--- src/pblc_regs.svh ---
// register offsets, field positions, reset values and counts for the self-test control block
`ifndef PBLC_REGS_SVH
`define PBLC_REGS_SVH

// ----------------------------------------------------------------
// register offsets
// ----------------------------------------------------------------
`define PBLC_OFF_CTRL      5'h16
`define PBLC_OFF_IRQ_STAT  5'h1E
`define PBLC_OFF_IRQ_MASK  5'h1F

// ----------------------------------------------------------------
// field positions
// ----------------------------------------------------------------
`define PBLC_BIT_CNT_MODE  14
`define PBLC_BIT_CFG_HI    13
`define PBLC_BIT_CFG_LO    12
`define PBLC_BIT_LOCK      11
`define PBLC_BIT_SYNC_LOSS 10
`define PBLC_BIT_GEN_ACT   9
`define PBLC_BIT_PWR_NORM  8
`define PBLC_BIT_TX_LOOP   6
`define PBLC_BIT_LB_HI     4
`define PBLC_BIT_LB_LO     0

// ----------------------------------------------------------------
// reset values and counts
// ----------------------------------------------------------------
`define PBLC_CTRL_RESET    16'h0100
`define PBLC_ERR_CNT_W     8
`define PBLC_IRQ_W         3

`endif

--- src/pblc_pkg.sv ---
// types for the self-test and loopback control block
package pblc_pkg;
  typedef enum logic [1:0] {
    PBLC_CFG_OFF, PBLC_CFG_GEN_SINGLE, PBLC_CFG_CHK_ONLY, PBLC_CFG_GEN_CHK
  } pblc_cfg_t;
  typedef enum logic [4:0] {
    PBLC_LB_NONE = 5'h00, PBLC_LB_PCS_IN = 5'h01, PBLC_LB_PCS_OUT = 5'h02,
    PBLC_LB_DIGITAL = 5'h04, PBLC_LB_ANALOG = 5'h08, PBLC_LB_REVERSE = 5'h10
  } pblc_lb_t;
endpackage

--- src/pblc_ctrl.sv ---
// self-test and loopback control register with error counter and interrupts
//
// Local design decision: strobed register access.
`timescale 1ns/100ps
`include "pblc_regs.svh"

// Summary of operation
// - single mode: error counter saturates at maximum and stops counting
// - continuous mode: counter pulses at maximum and restarts from zero
// - config 0 disables generator and checker; 2 enables checker only
// - config 3 enables both, generator sends packets continuously
// - lock bit reads 1 while checker is locked to stream
// - sync-loss bit set by hardware when checker loses sync
// - generator status bit reads 1 while generator is active
// - power bit reads 0 in active sleep, 1 otherwise; resets to 1
// - transmit-in-loopback at 100 Mbps sends MAC data to line too
// - loopback select 1 is PCS input (10 Mbps), 2 PCS output
// - select 4 is digital loopback, 100 Mbps, extra writes needed
// - select 8 is analog loopback, 0x10 is reverse loopback
module pblc_ctrl #(
  parameter int ERR_W = `PBLC_ERR_CNT_W
) (
  // clock and reset
  input  wire logic              i_clk,
  input  wire logic              i_reset_n,
  // register port
  input  wire logic [4:0]        i_addr,
  input  wire logic [15:0]       i_wdata,
  input  wire logic              i_wr,
  input  wire logic              i_rd,
  output logic      [15:0]       o_rdata,
  // datapath status
  input  wire logic              i_chk_err,
  input  wire logic              i_chk_locked,
  input  wire logic              i_gen_active,
  input  wire logic              i_active_sleep,
  input  wire logic              i_speed_100,
  input  wire logic              i_mii_loopback,
  // datapath control
  output logic                   o_gen_en,
  output logic                   o_gen_continuous,
  output logic                   o_chk_en,
  output logic                   o_tx_in_loop,
  output logic      [4:0]        o_lb_sel,
  output logic      [ERR_W-1:0]  o_err_count,
  output logic                   o_err_wrap,
  output logic                   o_irq
);

  // ----------------------------------------------------------------
  // registers
  // ----------------------------------------------------------------
  logic             cnt_mode_reg;
  logic [1:0]       cfg_reg;
  logic             tx_loop_reg;
  logic [4:0]       lb_reg;
  logic             sync_loss_reg;
  logic             lock_reg;
  logic             gen_act_reg;
  logic             pwr_norm_reg;
  logic [ERR_W-1:0] err_cnt_reg;
  logic [ERR_W-1:0] err_cnt_next;
  logic             wrap_next;
  logic [`PBLC_IRQ_W-1:0] irq_stat_reg;
  logic [`PBLC_IRQ_W-1:0] irq_mask_reg;
  logic             lock_s1, lock_s2, gen_s1, gen_s2, slp_s1, slp_s2, err_s1, err_s2;

  // ----------------------------------------------------------------
  // reset values
  // ----------------------------------------------------------------
  localparam logic [15:0] CTRL_RST = `PBLC_CTRL_RESET;

  // ----------------------------------------------------------------
  // decode
  // ----------------------------------------------------------------
  function automatic logic pblc_hit(input logic [4:0] addr, input logic [4:0] off);
    return addr == off;
  endfunction
  wire logic sel_ctrl = pblc_hit(i_addr, `PBLC_OFF_CTRL);
  wire logic sel_stat = pblc_hit(i_addr, `PBLC_OFF_IRQ_STAT);
  wire logic sel_mask = pblc_hit(i_addr, `PBLC_OFF_IRQ_MASK);
  wire logic wr_ctrl  = i_wr && sel_ctrl;
  wire logic wr_stat  = i_wr && sel_stat;
  wire logic wr_mask  = i_wr && sel_mask;
  wire pblc_pkg::pblc_cfg_t cfg = pblc_pkg::pblc_cfg_t'(cfg_reg);
  wire logic chk_on   = (cfg == pblc_pkg::PBLC_CFG_CHK_ONLY) ||
                        (cfg == pblc_pkg::PBLC_CFG_GEN_CHK);
  wire logic gen_on   = (cfg == pblc_pkg::PBLC_CFG_GEN_SINGLE) ||
                        (cfg == pblc_pkg::PBLC_CFG_GEN_CHK);
  wire logic gen_cont = (cfg == pblc_pkg::PBLC_CFG_GEN_CHK);
  wire logic cnt_max  = (err_cnt_reg == {ERR_W{1'b1}});
  wire logic count_ev = chk_on && err_s2;
  wire logic lock_fall = lock_reg && !lock_s2 && chk_on;
  wire logic lb_legal = (lb_reg == pblc_pkg::PBLC_LB_PCS_IN) ||
                        (lb_reg == pblc_pkg::PBLC_LB_PCS_OUT) ||
                        (lb_reg == pblc_pkg::PBLC_LB_DIGITAL) ||
                        (lb_reg == pblc_pkg::PBLC_LB_ANALOG) ||
                        (lb_reg == pblc_pkg::PBLC_LB_REVERSE);
  wire logic [4:0] lb_eff = lb_legal ? lb_reg : 5'h00;
  wire logic [`PBLC_IRQ_W-1:0] irq_ev = {wrap_next, lock_fall, count_ev && !cnt_max};
  wire logic [15:0] ctrl_val = {1'b0, cnt_mode_reg, cfg_reg, lock_reg, sync_loss_reg,
                                gen_act_reg, pwr_norm_reg, 1'b0, tx_loop_reg, 1'b0,
                                lb_reg};
  wire logic [15:0] rd_mux =
    sel_ctrl ? ctrl_val :
    sel_stat ? {{(16-`PBLC_IRQ_W){1'b0}}, irq_stat_reg} :
    sel_mask ? {{(16-`PBLC_IRQ_W){1'b0}}, irq_mask_reg} : 16'h0000;

  // ----------------------------------------------------------------
  // error counter
  // ----------------------------------------------------------------
  always_comb begin
    err_cnt_next = err_cnt_reg;
    wrap_next    = 1'b0;
    if (!chk_on) begin
      err_cnt_next = '0;
    end else if (count_ev) begin
      if (!cnt_max) begin
        err_cnt_next = err_cnt_reg + 1'b1;
      end else if (cnt_mode_reg) begin
        err_cnt_next = '0;
        wrap_next    = 1'b1;
      end
    end
  end

  // ----------------------------------------------------------------
  // input synchronisers
  // ----------------------------------------------------------------
  always_ff @(posedge i_clk or negedge i_reset_n) begin
    if (!i_reset_n) begin
      {lock_s1, lock_s2, gen_s1, gen_s2} <= 4'h0;
      {err_s1, err_s2}                   <= 2'h0;
      {slp_s1, slp_s2}                   <= 2'h0;
    end else begin
      lock_s1 <= i_chk_locked;
      lock_s2 <= lock_s1;
      gen_s1  <= i_gen_active;
      gen_s2  <= gen_s1;
      err_s1  <= i_chk_err;
      err_s2  <= err_s1;
      slp_s1  <= i_active_sleep;
      slp_s2  <= slp_s1;
    end
  end

  // ----------------------------------------------------------------
  // control register
  // ----------------------------------------------------------------
  always_ff @(posedge i_clk or negedge i_reset_n) begin
    if (!i_reset_n) begin
      cnt_mode_reg <= CTRL_RST[`PBLC_BIT_CNT_MODE];
      cfg_reg      <= CTRL_RST[`PBLC_BIT_CFG_HI:`PBLC_BIT_CFG_LO];
      tx_loop_reg  <= CTRL_RST[`PBLC_BIT_TX_LOOP];
      lb_reg       <= CTRL_RST[`PBLC_BIT_LB_HI:`PBLC_BIT_LB_LO];
    end else if (wr_ctrl) begin
      cnt_mode_reg <= i_wdata[`PBLC_BIT_CNT_MODE];
      cfg_reg      <= i_wdata[`PBLC_BIT_CFG_HI:`PBLC_BIT_CFG_LO];
      tx_loop_reg  <= i_wdata[`PBLC_BIT_TX_LOOP];
      lb_reg       <= i_wdata[`PBLC_BIT_LB_HI:`PBLC_BIT_LB_LO];
    end
  end

  // ----------------------------------------------------------------
  // status, counter, interrupts
  // ----------------------------------------------------------------
  always_ff @(posedge i_clk or negedge i_reset_n) begin
    if (!i_reset_n) begin
      lock_reg      <= 1'b0;
      sync_loss_reg <= 1'b0;
      gen_act_reg   <= 1'b0;
      pwr_norm_reg  <= CTRL_RST[`PBLC_BIT_PWR_NORM];
      err_cnt_reg   <= '0;
      irq_stat_reg  <= '0;
      irq_mask_reg  <= '0;
    end else begin
      lock_reg      <= lock_s2 && chk_on;
      sync_loss_reg <= chk_on && (sync_loss_reg || lock_fall);
      gen_act_reg   <= gen_s2 && gen_on;
      pwr_norm_reg  <= !slp_s2;
      err_cnt_reg   <= err_cnt_next;
      irq_stat_reg  <= irq_ev | (irq_stat_reg & ~(wr_stat ? i_wdata[`PBLC_IRQ_W-1:0] : '0));
      if (wr_mask) begin
        irq_mask_reg <= i_wdata[`PBLC_IRQ_W-1:0];
      end
    end
  end

  // ----------------------------------------------------------------
  // outputs
  // ----------------------------------------------------------------
  always_ff @(posedge i_clk or negedge i_reset_n) begin
    if (!i_reset_n) begin
      o_rdata          <= 16'h0000;
      o_gen_en         <= 1'b0;
      o_gen_continuous <= 1'b0;
      o_chk_en         <= 1'b0;
      o_tx_in_loop     <= 1'b0;
      o_lb_sel         <= 5'h00;
      o_err_count      <= '0;
      o_err_wrap       <= 1'b0;
      o_irq            <= 1'b0;
    end else begin
      o_rdata          <= i_rd ? rd_mux : 16'h0000;
      o_gen_en         <= gen_on;
      o_gen_continuous <= gen_cont;
      o_chk_en         <= chk_on;
      o_tx_in_loop     <= tx_loop_reg && i_speed_100 && i_mii_loopback;
      o_lb_sel         <= lb_eff;
      o_err_count      <= err_cnt_next;
      o_err_wrap       <= wrap_next;
      o_irq            <= |((irq_ev | irq_stat_reg) & irq_mask_reg);
    end
  end

  // ----------------------------------------------------------------
  // checks
  // ----------------------------------------------------------------
  a_err_saturate: assert property (@(posedge i_clk) disable iff (!i_reset_n)
    (chk_on && !cnt_mode_reg && cnt_max && !wr_ctrl) |=> cnt_max)
    else $error("error counter left maximum in single mode");
  a_err_wrap_zero: assert property (@(posedge i_clk) disable iff (!i_reset_n)
    (chk_on && cnt_mode_reg && cnt_max && count_ev) |=> (err_cnt_reg == '0) && o_err_wrap)
    else $error("continuous counter did not wrap with pulse");
  a_cfg_off: assert property (@(posedge i_clk) disable iff (!i_reset_n)
    (cfg_reg == 2'h0) |=> !o_gen_en && !o_chk_en)
    else $error("config zero left a function enabled");
  a_cfg_single: assert property (@(posedge i_clk) disable iff (!i_reset_n)
    (cfg_reg == 2'h1) |=> o_gen_en && !o_gen_continuous && !o_chk_en)
    else $error("config one not single packet");
  a_cfg_both: assert property (@(posedge i_clk) disable iff (!i_reset_n)
    (cfg_reg == 2'h3) |=> o_gen_en && o_gen_continuous && o_chk_en)
    else $error("config three not continuous both");
  a_lock_follow: assert property (@(posedge i_clk) disable iff (!i_reset_n)
    (chk_on && lock_s2) |=> lock_reg)
    else $error("lock bit not set while locked");
  a_sync_loss_set: assert property (@(posedge i_clk) disable iff (!i_reset_n)
    lock_fall |=> sync_loss_reg)
    else $error("sync loss not flagged");
  a_power_bit: assert property (@(posedge i_clk) disable iff (!i_reset_n)
    slp_s2 |=> !pwr_norm_reg)
    else $error("power bit high in active sleep");
  a_tx_loop_gate: assert property (@(posedge i_clk) disable iff (!i_reset_n)
    o_tx_in_loop |-> $past(i_speed_100) && $past(i_mii_loopback))
    else $error("transmit in loopback outside 100 Mbps loopback");
  a_lb_reserved: assert property (@(posedge i_clk) disable iff (!i_reset_n)
    !lb_legal |=> (o_lb_sel == 5'h00))
    else $error("reserved loopback select passed through");

  // ----------------------------------------------------------------
  // counter, config, status, select and interrupt checks
  // ----------------------------------------------------------------
  a_single_no_wrap: assert property (@(posedge i_clk) disable iff (!i_reset_n)
    !cnt_mode_reg |=> !o_err_wrap)
    else $error("wrap pulse in single mode");
  a_err_count_step: assert property (@(posedge i_clk) disable iff (!i_reset_n)
    (count_ev && !cnt_max) |=> (err_cnt_reg == $past(err_cnt_reg) + 1'b1))
    else $error("error counter did not advance by one");
  a_wrap_pulse_one: assert property (@(posedge i_clk) disable iff (!i_reset_n)
    o_err_wrap |=> !o_err_wrap)
    else $error("wrap pulse longer than one cycle");
  a_wrap_at_max: assert property (@(posedge i_clk) disable iff (!i_reset_n)
    o_err_wrap |-> $past(cnt_max) && $past(count_ev) && $past(cnt_mode_reg))
    else $error("wrap pulse without counted error at maximum");
  a_cfg_chk_only: assert property (@(posedge i_clk) disable iff (!i_reset_n)
    (cfg_reg == 2'h2) |=> !o_gen_en && o_chk_en)
    else $error("config two not checker only");
  a_err_clear_off: assert property (@(posedge i_clk) disable iff (!i_reset_n)
    !chk_on |=> (err_cnt_reg == '0))
    else $error("error counter kept with checker off");
  a_gen_cont_off: assert property (@(posedge i_clk) disable iff (!i_reset_n)
    (cfg_reg != 2'h3) |=> !o_gen_continuous)
    else $error("continuous generation outside config three");
  a_lock_clear: assert property (@(posedge i_clk) disable iff (!i_reset_n)
    !(chk_on && lock_s2) |=> !lock_reg)
    else $error("lock bit set while not locked");
  a_sync_loss_hold: assert property (@(posedge i_clk) disable iff (!i_reset_n)
    (sync_loss_reg && chk_on) |=> sync_loss_reg)
    else $error("sync loss flag dropped while checker on");
  a_sync_loss_clear: assert property (@(posedge i_clk) disable iff (!i_reset_n)
    !chk_on |=> !sync_loss_reg)
    else $error("sync loss flag kept with checker off");
  a_irq_sync_loss: assert property (@(posedge i_clk) disable iff (!i_reset_n)
    (irq_stat_reg[1] && irq_mask_reg[1]) |=> o_irq)
    else $error("unmasked sync loss status without interrupt");
  a_irq_masked: assert property (@(posedge i_clk) disable iff (!i_reset_n)
    (irq_mask_reg == '0) |=> !o_irq)
    else $error("interrupt raised with all sources masked");
  a_gen_status_off: assert property (@(posedge i_clk) disable iff (!i_reset_n)
    !gen_on |=> !gen_act_reg)
    else $error("generator status set while generator off");
  a_gen_status_on: assert property (@(posedge i_clk) disable iff (!i_reset_n)
    (gen_on && gen_s2) |=> gen_act_reg)
    else $error("generator status clear while active");
  a_power_normal: assert property (@(posedge i_clk) disable iff (!i_reset_n)
    !slp_s2 |=> pwr_norm_reg)
    else $error("power bit low outside active sleep");
  a_tx_loop_set: assert property (@(posedge i_clk) disable iff (!i_reset_n)
    (tx_loop_reg && i_speed_100 && i_mii_loopback) |=> o_tx_in_loop)
    else $error("transmit in loopback not enabled");
  a_lb_select: assert property (@(posedge i_clk) disable iff (!i_reset_n)
    lb_legal |=> (o_lb_sel == $past(lb_reg)))
    else $error("legal loopback select not passed through");

endmodule // pblc_ctrl

--- config.mk ---
export PLATFORM = sky130hd
export DESIGN_NAME = pblc_ctrl
export DESIGN_NICKNAME = d
export VERILOG_FILES = /design/src/pblc_pkg.sv /design/src/pblc_ctrl.sv
export VERILOG_INCLUDE_DIRS = /design/src
export SDC_FILE = /design/constraint.sdc
export NUM_CORES = 1
export LEC_CHECK = 0
export ABC_AREA = 0
export BUFFER_PORTS_ARGS = -buffer_cell sky130_fd_sc_hd__buf_2
export CELL_PAD_IN_SITES_DETAIL_PLACEMENT = 0
export CELL_PAD_IN_SITES_GLOBAL_PLACEMENT = 1
export CORE_MARGIN = 2
export CORE_UTILIZATION = 42
export DETAILED_ROUTE_END_ITERATION = 12
export HOLD_SLACK_MARGIN = 0.1
export PLACE_DENSITY = 0.8
export SLEW_MARGIN = 20
export SYNTH_ARGS = -nofsm -noshare
export SYNTH_HDL_FRONTEND = slang
export SYNTH_SLANG_ARGS = --single-unit
--- constraint.sdc ---
create_clock -name i_clk -period 4.5 [get_ports i_clk]
set_clock_uncertainty 0.2 [all_clocks]
set_input_delay 0.45 -clock i_clk [delete_from_list [all_inputs] [get_ports i_clk]]
set_output_delay 0.45 -clock i_clk [all_outputs]
set_load 0.005 [all_outputs]
# ---- Word-level counts from Yosys, hierarchy flattened
# Cells that the tools add are included.
dict set report op_classes {
  n_addsub 1
  multipliers 0
  n_div 0
  n_lt_le_gt_ge 0
  eq_ne 14
  n_shift 0
  n_mux 14
  n_bitwise 5
  n_reduce_logical 24
}
# op n
set ops {}
lappend ops {{$mux W8} 4}
lappend ops {{$mux W15} 2}
lappend ops {{$eq A5 B5 Y1 const B} 4}
lappend ops {{$logic_and A1 B1 Y1} 12}
lappend ops {{$mux W3} 3}
lappend ops {{$add A8 B1 Y8 const B} 1}
lappend ops {{$eq A8 B8 Y1 const B} 1}
lappend ops {{$logic_or A1 B1 Y1} 7}
lappend ops {{$and A3 B3 Y3} 2}
lappend ops {{$or A3 B3 Y3} 2}
lappend ops {{$eq A5 B1 Y1 const B} 1}
lappend ops {{$eq A5 B2 Y1 const B} 1}
lappend ops {{$eq A5 B3 Y1 const B} 1}
lappend ops {{$eq A5 B4 Y1 const B} 1}
lappend ops {{$mux W5} 1}
lappend ops {{$eq A2 B2 Y1 const B} 2}
lappend ops {{$mux W1} 4}
lappend ops {{$logic_not A1 Y1} 3}
lappend ops {{$ne A3 B3 Y1 const B} 1}
lappend ops {{$not A3 Y3} 1}
lappend ops {{$reduce_or A3 Y1} 1}
lappend ops {{$eq A2 B1 Y1 const B} 1}
lappend ops {{$ne A2 B1 Y1 const B} 1}
lappend ops {{$reduce_and A2 Y1} 1}
dict set report word_totals {
  regBits 61
  latch_bits 0
  ramBits 0
  mem_bits_ro 0
  inputBits 31
  output_inout_bits 35
  elab_cells 85
  n_memories 0
}

# ---- Depth between registers and ports, before layout
# Gate-level depths: netlist of run 1.
dict set report depth {
  depth_word 8
  depth_mapped 5
  mapped_depth_nobuf 5
}

# ---- Worst setup path before layout of run 1
# No wires, ideal clock.
dict set report synth_path {
  path_kind {input-to-reg}
  from {input i_addr[0]}
  to {register cfg_reg[0] (netlist: cfg[0])}
  setup_time_ps 125
  arrival_ps 1330
  required_ps 4175
  setup_slack_ps 2845
  stages 3
  path_buffers 1
  path_cell_list {buf_2 -> nor3_4 -> mux2_2}
}
dict set report synth_via {
  elab_chain_cells 2
}
# item line
set synth_lines {}
lappend synth_lines {{from (decl)} pblc_ctrl.sv:27} ;# input wire logic [4:0] i_addr,
lappend synth_lines {{$eq A5 B5 Y1} pblc_ctrl.sv:77} ;# return addr == off;
lappend synth_lines {{$logic_and A1 B1 Y1} pblc_ctrl.sv:82} ;# wire logic wr_ctrl = i_wr && sel_ctrl;
lappend synth_lines {{to (signal assigned)} pblc_ctrl.sv:153} ;# cfg_reg <= CTRL_RST[`PBLC_BIT_CFG_HI:`PBLC_BIT_CFG_LO];
lappend synth_lines {{to (signal assigned)} pblc_ctrl.sv:158} ;# cfg_reg <= i_wdata[`PBLC_BIT_CFG_HI:`PBLC_BIT_CFG_LO];
lappend synth_lines {{to (decl)} pblc_ctrl.sv:54} ;# logic [1:0] cfg_reg;
# Every way passes these cells.
# A chain may end at the register's enable or synchronous reset.

==> results.ini, run 1 <==
[status]
status = completed

[clock_network]
worstSkewPairLatency_ns = 0.33
post_cts.repair.setup_buffers = 0
cts_max_path_bufs = 2
cts_htree_levels = 3
worst_setup_hold_path_clk_slew_ns = 0.07
clock_sink_count = 59
cts_buffers = 9
hold_buffers = 5
post_cts_resized = 0
tritoncts = done
cts-root-buf = sky130_fd_sc_hd__clkbuf_8

[sta]
hold-worst-slack_ns = 0.141
fmax_mhz = 540
worst_slew_pin_slew_ns = 0.706
final_min_period_over_clock_period_pct = 41.1
slew_headroom_pct = 52.9
setup_total_negative_slack_ns = 0
period_needed_ns = 1.85
timing.final.hold_violations = 0
timing.final.setup_violations = 0
setup_repair_after_global_routing_missed_its_margin = no
slew_viol_final = 0

[pwr]
power_frac_seq_pct = 51.3
p_int_mw = 0.910
total_leakage_power_nw = 1.48
net-switching-power_mw = 0.300
cellPowerDensity_nw_per_um2 = 422
power.combinational.fraction_pct = 9.2
clkPwrFrac_pct = 39.5
swShare_pct = 24.8
ir_worst_vdd_uv = 269

[layout]
area_added_between_synthesis_and_finish_pct = 24.6
most-common-layout-cells = sky130_fd_sc_hd__dfrtp_1, sky130_fd_sc_hd__buf_2, sky130_fd_sc_hd__and2_1
design.final.nets = 274
top_regs = o_rdata (13), o_err_count (8)
post_route_cells_drive_above_1_share_pct = 36.8
most_common_cell_after_layout_fill_and_taps_aside = sky130_fd_sc_hd__dfrtp_1
layout.filler_cells = 482
antenna-diode-count = 0
largest_register_ffs = 13
largest-register = o_rdata

[global_routing]
global_route.overflow_total = 0
grt_pass1_wl_mm = 7.35
antenna_found_initial = 0
grt_start_max_net_pins = 60
global_route.usage.total_pct = 16.0
first_global_vias = 1545

[placement]
place_congestion = 0.759
io_buffer_count = 55
detailedPlacementHpwl_mm = 2.89

[die]
dieWidth_um = 78.0
floorplan.rows = 26
floorplan.io_pins = 66
starting_density_of_the_core_pct = 44.2
core_area_um2 = 5200
dieHeight_um = 78.0
design.die.area_um2 = 6090

[synthesis]
synth_area_per_cell_um2 = 13.0
netlist_instances = 177
ys_types = 41
synth-edff-count = 0
netlist_area_um2 = 2300
synth_sequential_area_ratio_pct = 64.2
async_flop_share_pct = 100
synth_ff_type = sky130_fd_sc_hd__dfrtp_1
synthesis_stage_register_bit_count = 59
yosysWarnings = 0

[flow_run]
drv.max_cap_violation_count = 0

[critical_path]
req_time_crit_path_ns = 4.49
cp.arrival_ns = 1.84
crit_path_max_fanout = 8
worstSetupEndpointType = flop
crit_path_start_kind = flop
critPathKind = reg -> reg

[detailed_routing]
antenna_left = 0
drt-pass1-iter-count = 6
avgViaCountPerCell = 4.97
drt_drc_violations_left = 0
detailroute.via_count = 1577
routed_wl_mm = 4.24
detail_routed_net_length_per_standard_cell_um = 13.4
initial_drc_count = 122

[hold_path]
hold_path.class = in -> reg

per-layer routing:
metal	wire, um	part of all wire [%]	GRT usage (%)
met3	289	6.8	5.98
met1	1940	46	20.5
met5	0	0	0
met4	70	1.6	7.37
met2	1940	46	24.1
per-stage QoR:
stage | instance area [um^2] | setup slack [ns] | power (mW) | utilization, % | instances
finish | 2870 | 2.65 | 1.21 | 55.1 | 317
global route | 2870 | 2.53 | 1.28 | 55.1 | 317
CTS | 2860 | 2.64 | 1.23 | 55.0 | 317
detailed placement | 2610 | 2.41 | 0.741 | 50.2 | 296
global placement | 2610 | 2.46 | 0.735 | 50.2 | 296
floorplan | 2310 | 2.85 | 0.694 | - | 179
cell usage after synthesis, types with 2 or more instances:
| cell type | count | area share [%] |
|---|---|---|
| sky130_fd_sc_hd__a21o_1 | 3 | 0.98 |
| sky130_fd_sc_hd__a31oi_1 | 3 | 0.82 |
| sky130_fd_sc_hd__inv_1 | 3 | 0.49 |
| sky130_fd_sc_hd__nand4_1 | 3 | 0.82 |
| sky130_fd_sc_hd__o21ai_0 | 4 | 0.87 |
| sky130_fd_sc_hd__mux2i_1 | 3 | 1.3 |
| sky130_fd_sc_hd__clkbuf_8 | 2 | 1.2 |
| sky130_fd_sc_hd__and3_1 | 3 | 0.82 |
| sky130_fd_sc_hd__nand2b_1 | 2 | 0.54 |
| sky130_fd_sc_hd__or3_1 | 3 | 0.82 |
| sky130_fd_sc_hd__nor3_1 | 3 | 0.65 |
| sky130_fd_sc_hd__clkbuf_1 | 2 | 0.33 |
| sky130_fd_sc_hd__buf_2 | 2 | 0.43 |
| sky130_fd_sc_hd__nand2_1 | 6 | 0.98 |
| sky130_fd_sc_hd__mux2_2 | 13 | 6.4 |
| sky130_fd_sc_hd__and2_1 | 15 | 4.1 |
| sky130_fd_sc_hd__nor2_1 | 11 | 1.8 |
| sky130_fd_sc_hd__nand3_1 | 11 | 2.4 |
| sky130_fd_sc_hd__nor3b_1 | 2 | 0.65 |
| sky130_fd_sc_hd__o211ai_1 | 3 | 0.98 |
| sky130_fd_sc_hd__buf_4 | 3 | 0.98 |
| sky130_fd_sc_hd__dfrtp_1 | 58 | 63 |
cell families (layout without fill, tap and decap cells):
family	Yosys count	in the layout	share of synthesized area, %
fa+ha+maj	1	1	0.543
other cells	1	3	0.163
simple gates	65	65	16.6
mux	16	16	7.66
xor+xnor	1	1	0.381
compound gates	22	22	7.01
flops	59	59	64.2
buf+inv	12	80	3.42
layout make-up:
cell class / instances / area [um^2] / share of cell area [%]
Clock buffer: 10 / 138 / 4.80
Multi-Input combinational cell: 108 / 758 / 26.4
Inverter: 3 / 11.3 / 0.392
Sequential cell: 59 / 1480 / 51.5
Tap cell: 70 / 87.6 / 3.05
Timing Repair Buffer: 61 / 333 / 11.6
Clock inverter: 6 / 63.8 / 2.22
worst paths after layout:
| check | startpoint | end | slack, ns | cells after the start |
|---|---|---|---|---|
| setup reg to reg | o_err_count[0] | o_irq | 2.65 | 5 |
| hold / removal | i_wdata[12] | cfg[0] | 0.14 | 2 |
| hold reg to reg | lock_s1 | lock_s2 | 0.15 | 0 |
| setup / recovery | o_err_count[0] | o_irq | 2.65 | 5 |
| max in group asynchronous | i_reset_n | o_err_count[7] | 3.04 | 3 |
| min in group asynchronous | i_reset_n | o_rdata[4] | 0.59 | 3 |
worst max-delay path, stage by stage (launching register included):
cell and delay, ns:
sky130_fd_sc_hd__dfrtp_1 0.43, sky130_fd_sc_hd__ha_1 0.27, sky130_fd_sc_hd__nand4_4 0.18, sky130_fd_sc_hd__o211a_1 0.35, sky130_fd_sc_hd__o21ai_0 0.18, sky130_fd_sc_hd__nand3_1 0.11
power groups by stage:
| stage | logic, mW | clock network, mW | registers [mW] |
|---|---|---|---|
| after floorplan | 0.0779 | 0 | 0.616 |
| after global placement | 0.107 | 0 | 0.628 |
| after detailed placement | 0.110 | 0 | 0.630 |
| after CTS | 0.114 | 0.492 | 0.621 |
| after global routing | 0.127 | 0.525 | 0.629 |
| final | 0.112 | 0.478 | 0.620 |
Note: power is estimated with default switching activity, not from simulation.
==> run 2, diff against run 1 <==
Settings changed: ABC_AREA 0 to 1, CORE_UTILIZATION 42 to 38, PLACE_DENSITY 0.8 to 0.77.
Clock period 4.5 ns to 1.88 ns, I/O delays scaled along.
==> run 2 against run 1 <==
Combinational power rose to 4.0 times the previous value; critical endpoint is now o_err_count[7]; wire length is 13% higher; power rose to 2.6 times the previous value; highest routed layer unchanged; critical path type unchanged; largest power group unchanged.
==> results.ini, run 2 <==
[status]
status = completed

[layout]
post_layout_nonfiller_instances = 405  ; +28%
layout.filler_cells = 567  ; +18%
antenna-diode-count = 0  ; unchanged
top_regs = o_rdata (13), o_err_count (8)
most-common-layout-cells = sky130_fd_sc_hd__dfrtp_1, sky130_fd_sc_hd__buf_2, sky130_fd_sc_hd__nand2_1
post_route_cells_drive_above_1_share_pct = 26.1  ; -11 points
largest_register_ffs = 13  ; unchanged
area_added_between_synthesis_and_finish_pct = 35.5
most_common_cell_after_layout_fill_and_taps_aside = sky130_fd_sc_hd__dfrtp_1
design.final.nets = 357  ; +30%
multi_input_area_um2 = 686  ; -9.6%
register_area_um2 = 1480  ; unchanged
largest-register = o_rdata

[die]
dieHeight_um = 82.1  ; +5.2%
floorplan.rows = 28  ; +7.7%
starting_density_of_the_core_pct = 39.1  ; -5.1 points
floorplan.io_pins = 66  ; unchanged
design.die.area_um2 = 6740  ; +11%
core_area_um2 = 5920  ; +14%
dieWidth_um = 82.1  ; +5.2%

[sta]
timing.final.hold_violations = 0  ; unchanged
final_min_period_over_clock_period_pct = 88.7  ; +48 points
fmax_mhz = 600  ; +11%
setup_total_negative_slack_ns = 0  ; unchanged
timing.final.setup_violations = 0  ; unchanged
period_needed_ns = 1.67  ; -0.185 ns
setup_repair_after_global_routing_missed_its_margin = no
slew_viol_final = 0  ; unchanged

[synthesis]
synth_area_per_cell_um2 = 9.69  ; -25%
netlist_top_cells_count = sky130_fd_sc_hd__dfrtp_1, sky130_fd_sc_hd__nand2_1, sky130_fd_sc_hd__inv_1, sky130_fd_sc_hd__nor2_1, sky130_fd_sc_hd__o21ai_0
most_frequent_cell_after_synthesis = sky130_fd_sc_hd__dfrtp_1
synth_ff_type = sky130_fd_sc_hd__dfrtp_1
synth_sequential_area_ratio_pct = 63.8  ; -0.38 points
ys_types = 29  ; -29%
netlist_area_um2 = 2320  ; +0.60%
async_flop_share_pct = 100  ; unchanged
netlist.top_cell.by_area = sky130_fd_sc_hd__dfrtp_1
synth-edff-count = 0  ; unchanged
yosys-top-cells-area = sky130_fd_sc_hd__dfrtp_1, sky130_fd_sc_hd__nand2_1, sky130_fd_sc_hd__inv_1, sky130_fd_sc_hd__nor2_1, sky130_fd_sc_hd__o21ai_0
synth_largest_type_area_fraction_pct = 62.7  ; -0.37 points
yosysWarnings = 0  ; unchanged
netlist_instances = 239  ; +35%
synthesis_stage_register_bit_count = 59  ; unchanged

[clock_network]
cts_max_path_bufs = 2  ; unchanged
cts_htree_levels = 3  ; unchanged
tritoncts = done
cts-root-buf = sky130_fd_sc_hd__clkbuf_8
worstSkewPairLatency_ns = 0.33  ; about the same
cts_buffers = 9  ; unchanged
clock_sink_count = 59  ; unchanged
worst_setup_hold_path_clk_slew_ns = 0.06  ; about the same

[global_routing]
first_global_vias = 1808  ; +17%
antenna_found_initial = 0  ; unchanged
grt_start_max_net_pins = 60  ; unchanged
global_route.usage.total_pct = 16.5  ; +0.52 points
grt_pass1_wl_mm = 8.13  ; +11%
global_route.overflow_total = 0  ; unchanged

[placement]
io_buffer_count = 55  ; unchanged
place_congestion = 0.825  ; +8.7%
detailedPlacementHpwl_mm = 3.28  ; +14%
place_inst = 365  ; +23%

[critical_path]
cp_slowest_cell = sky130_fd_sc_hd__dfrtp_1
worstPathCellList = ha_1, nand2_1, nor2_2, a21oi_1, nand2_1, o21ai_0
ff2ff_path_depth = 6  ; +1
cpMostUsedCell = sky130_fd_sc_hd__nand2_1
cp.arrival_ns = 1.71  ; -0.13 ns
req_time_crit_path_ns = 1.93  ; -2.56 ns
critPathKind = reg -> reg
crit_cells = 6  ; +1
r2r_start = o_err_count[0]
crit_path_start_kind = flop
worstSetupEndpointType = flop
end_point_of_the_critical_path = o_err_count[7]
reg2reg_to = o_err_count[7]
ff2ff_setup_slack_ns = 0.21  ; -2.44 ns
cp-startpoint = o_err_count[0]
max_stage_delay_ns = 0.43  ; about the same
worst_path_dominant_cell_family = compound AO/OA/AOI/OAI gates
crit_path_max_fanout = 6  ; -2
cp.buffers_inverters = 0  ; unchanged

[flow_run]
drv.max_cap_violation_count = 0  ; unchanged

[detailed_routing]
drt_drc_violations_left = 0  ; unchanged
drt-pass1-iter-count = 4  ; -2
avgViaCountPerCell = 4.52  ; -9.1%
detail_routed_net_length_per_standard_cell_um = 11.8  ; -12%
detailroute.via_count = 1832  ; +16%
antenna_left = 0  ; unchanged
initial_drc_count = 86  ; -30%
routed_wl_mm = 4.79  ; +13%

[pwr]
total_leakage_power_nw = 1.69  ; +14%
cellPowerDensity_nw_per_um2 = 1010  ; +140%
ir_worst_vdd_uv = 658  ; +140%

[hold_path]
hold_path.class = in -> reg
hold_start = i_addr[2]

-- run 2: cell types whose count changed after synthesis, sizes merged, moves of 9 or more --
| cell | previous run | this run |
|---|---|---|
| nand2 | 6 | 52 |
| mux2 | 13 | 0 |
| a21oi | 1 | 10 |
| nor2 | 11 | 28 |
| o21ai | 5 | 21 |
| inv | 3 | 34 |
| and2 | 15 | 0 |
-- run 2: cells by family after synthesis --
logic type	Yosys count	synth area share, %
buffers and inverters	42	7.83
flip-flops	59	63.8
other	1	0.162
AND/OR/NAND/NOR	101	19.3
adder cells (fa/ha/maj)	1	0.540
AO/OA/AOI/OAI	35	8.32
-- run 2: power breakdown --
part	internal, mW	switching (mW)
logic	0.202	0.245
clock network	0.720	0.467
registers	1.41	0.109
-- run 2: tightest hold or removal path, cell delays in order --
cell and delay [ns]:
sky130_fd_sc_hd__buf_2 0.09, sky130_fd_sc_hd__nand2_1 0.07, sky130_fd_sc_hd__inv_1 0.10, sky130_fd_sc_hd__o211ai_1 0.11, sky130_fd_sc_hd__a21oi_1 0.07
-- run 2: cell type report --
type / instances / area share [%]
well taps: 75 / 2.99
inverters: 34 / 4.07
clock inverters: 2 / 1.12
repair buffers: 81 / 17.4
multi-input cells: 140 / 21.9
flip-flops and latches: 59 / 47.1
clock buffers: 14 / 5.50
-- run 2: how the worst min path moves through the flow --
stage             endpoint  slack (ns)  cells past startpoint
2_1_floorplan       cfg[0]       -0.31                      0
3_3_place_gp     lb_reg[4]        0.01                      2
3_5_place_dp   o_lb_sel[1]        0.02                      2
4_1_cts         o_rdata[0]        0.11                      5
5_1_grt             slp_s2        0.17                      0
6_report        o_rdata[0]        0.14                      5
-- run 2: metal layers --
metal / GRT usage [%] / vias to the layer above / wire length (um)
li1: - / 920 / -
met1: 19.7 / 861 / 2090
met2: 26.9 / 42 / 2380
met3: 6.48 / 9 / 237
met4: 6.00 / 0 / 81
met5: 0 / - / 0
-- run 2: what timing repair did --
action / in CTS / in global routing
resized for setup: 0 / 8
setup endpoints to repair: 0 / 3
buffers inserted: 0 / 1
hold buffers: 23 / 0
hold endpoints to repair: 82 / 0
-- run 2: per-stage QoR --
step	power [mW]	cell area, um^2	utilization [%]	worst slack [ns]	hold WS (ns)
final	3.16	3140	53.0	0.213	0.144
after floorplan	1.77	2320	-	0.356	-0.308
after global placement	1.94	2670	45.0	0.227	0.0128
after global routing	3.33	3140	53.0	0.0415	0.165
after detailed placement	1.96	2670	45.0	0.197	0.0178
after CTS	3.19	3100	52.4	0.0595	0.105
==> run 3, diff against run 2 <==
Settings changed: BUFFER_PORTS_ARGS -buffer_cell sky130_fd_sc_hd__buf_2 to -buffer_cell sky130_fd_sc_hd__clkbuf_2, CAP_MARGIN set to 20.
==> run 3 against run 2 <==
Sequential share of layout area up 0.094 points; critical path depth up 1; register-to-register slack about the same; final cell count up 0.25%; design area down 0.20%; largest power group unchanged; via count down 0.38%; fmax down 8.9%; worst hold slack worse by 0.0084 ns; die area unchanged.
==> results.ini, run 3 (synthesis results as in run 2) <==
[status]
status = completed

[placement]
io_buffer_count = 55  ; unchanged
detailedPlacementHpwl_mm = 3.21  ; -2.3%
placement.setup.worst_slack_ns = 0.205  ; +0.00837 ns
place_congestion = 0.825  ; about the same
place_inst = 365  ; unchanged

[critical_path]
worstSetupEndpointType = flop
crit_path_start_kind = input port
req_time_crit_path_ns = 1.94  ; about the same
cp.arrival_ns = 1.89  ; +0.18 ns
crit_path_max_fanout = 4  ; -2
critPathKind = in -> reg

[global_routing]
global_route.overflow_total = 0  ; unchanged
grt_pass1_wl_mm = 8.03  ; -1.2%
first_global_vias = 1759  ; -2.7%
grt_start_max_net_pins = 60  ; unchanged
global_route.usage.total_pct = 16.4  ; -0.066 points
antenna_found_initial = 0  ; unchanged

[die]
floorplan.rows = 28  ; unchanged
starting_density_of_the_core_pct = 39.1  ; unchanged
floorplan.io_pins = 66  ; unchanged
core_area_um2 = 5920  ; unchanged
dieHeight_um = 82.1  ; unchanged
dieWidth_um = 82.1  ; unchanged
design.die.area_um2 = 6740  ; unchanged

[clock_network]
worst_setup_hold_path_clk_slew_ns = 0.06  ; about the same
cts_max_path_bufs = 2  ; unchanged
post_cts.repair.setup_buffers = 0  ; unchanged
worstSkewPairLatency_ns = 0.34  ; about the same
cts-root-buf = sky130_fd_sc_hd__clkbuf_8
clock_sink_count = 59  ; unchanged
tritoncts = done
cts_buffers = 9  ; unchanged
cts_htree_levels = 3  ; unchanged

[sta]
timing.final.hold_violations = 0  ; unchanged
post-route-worst-setup-slack_ns = 0.0494  ; -0.164 ns
period_needed_ns = 1.83  ; +0.164 ns
setup_total_negative_slack_ns = 0  ; unchanged
fmax_mhz = 546  ; -8.9%
slew_viol_final = 0  ; unchanged
setup_repair_after_global_routing_missed_its_margin = no
timing.final.setup_violations = 0  ; unchanged
final_min_period_over_clock_period_pct = 97.4  ; +8.7 points

[detailed_routing]
avgViaCountPerCell = 4.50  ; -0.63%
detailroute.via_count = 1825  ; -0.38%
drt_drc_violations_left = 0  ; unchanged
initial_drc_count = 93  ; +8.1%
routed_wl_mm = 4.80  ; +0.19%
antenna_left = 0  ; unchanged
drt-pass1-iter-count = 4  ; unchanged
detail_routed_net_length_per_standard_cell_um = 11.8  ; about the same

[pwr]
power.combinational.fraction_pct = 13.8  ; -0.4 points
net-switching-power_mw = 0.838  ; +1.9%
swShare_pct = 26.5  ; +0.45 points
p_int_mw = 2.33  ; -0.38%
power_frac_seq_pct = 48.2  ; about the same
total_leakage_power_nw = 1.65  ; -2.5%
ir_worst_vdd_uv = 432  ; -34%
cellPowerDensity_nw_per_um2 = 1010  ; +0.42%
clkPwrFrac_pct = 38.0  ; +0.4 points

[layout]
top_regs = o_rdata (13), o_err_count (8)
most_common_cell_after_layout_fill_and_taps_aside = sky130_fd_sc_hd__dfrtp_1
design.final.nets = 358  ; +0.28%
antenna-diode-count = 0  ; unchanged
post_route_cells_drive_above_1_share_pct = 25.7  ; -0.38 points
largest-register = o_rdata
post_layout_nonfiller_instances = 406  ; +0.25%
most-common-layout-cells = sky130_fd_sc_hd__dfrtp_1, sky130_fd_sc_hd__clkbuf_2, sky130_fd_sc_hd__nand2_1
largest_register_ffs = 13  ; unchanged
area_added_between_synthesis_and_finish_pct = 35.2

[hold_path]
hold_path.class = in -> reg

[flow_run]
drv.max_cap_violation_count = 0  ; unchanged

run 3: changes by cell type in the layout (fill, tap and decap cells not counted), sizes merged:
cell          before  now
buf               58    2
clkbuf            14   67
clkinv             1    2
clkinvlp           0    1
dlygate4sd3       21   25
dlymetal6s4s       2    0
run 3: final timing paths:
path                       slack [ns]            from  cells after the start         endpoint
hold / removal                   0.14       i_addr[0]                      5  irq_stat_reg[2]
setup reg to reg                 0.22  o_err_count[0]                      7   o_err_count[0]
max in group asynchronous        0.99       i_reset_n                      3     pwr_norm_reg
hold reg to reg                  0.15          slp_s2                      1     pwr_norm_reg
min in group asynchronous        0.20       i_reset_n                      3      o_lb_sel[4]
setup / recovery                 0.05       i_addr[1]                      7       o_rdata[2]
run 3: metrics by stage:
step                      hold WS (ns)  utilization (%)  instance area [um^2]  power (mW)
after global routing             0.154             52.9                  3130        3.35
after global placement          0.0166             45.0                  2670        1.94
after detailed placement        0.0209             45.0                  2670        1.95
after CTS                        0.129             52.9                  3130        3.19
final                            0.136             52.9                  3130        3.16
after floorplan                 -0.308                -                  2320        1.77
run 3: power by group through the flow:
stage                     Clock [mW]  Sequential, mW  Combinational [mW]
after floorplan                    0            1.53               0.242
after CTS                       1.22            1.53               0.445
after global routing            1.29            1.54               0.511
final                           1.20            1.52               0.437
after global placement             0            1.54               0.399
after detailed placement           0            1.55               0.405
run 3: repair_timing:
action | CTS | global route
hold endpoints to repair | 82 | 0
hold buffers | 25 | 0
gates resized for setup | 0 | 1
setup endpoints to repair | 0 | 2
run 3: area by class of cell:
type,instances,area (um^2)
Multi-Input combinational cell,140,667
Timing Repair Buffer,82,553
Clock inverter,4,47.5
Tap cell,75,93.8
Sequential cell,59,1480
Fill cell,567,2790
Clock buffer,12,165
Inverter,34,128
run 3: layer usage:
layer	global-route usage (%)	share of wire [%]	vias up
met5	0	0	-
met4	7.50	2.0	0
met3	4.95	4.2	9
met2	26.4	49	38
met1	20.3	45	857
li1	-	-	921
run 3: worst max-delay path, cell delays in order:
cell,delay [ns]
sky130_fd_sc_hd__clkbuf_2,0.08
sky130_fd_sc_hd__inv_1,0.07
sky130_fd_sc_hd__nor2_4,0.14
sky130_fd_sc_hd__dlygate4sd3_1,0.60
sky130_fd_sc_hd__o211ai_1,0.10
sky130_fd_sc_hd__dlygate4sd3_1,0.58
sky130_fd_sc_hd__a21oi_1,0.15
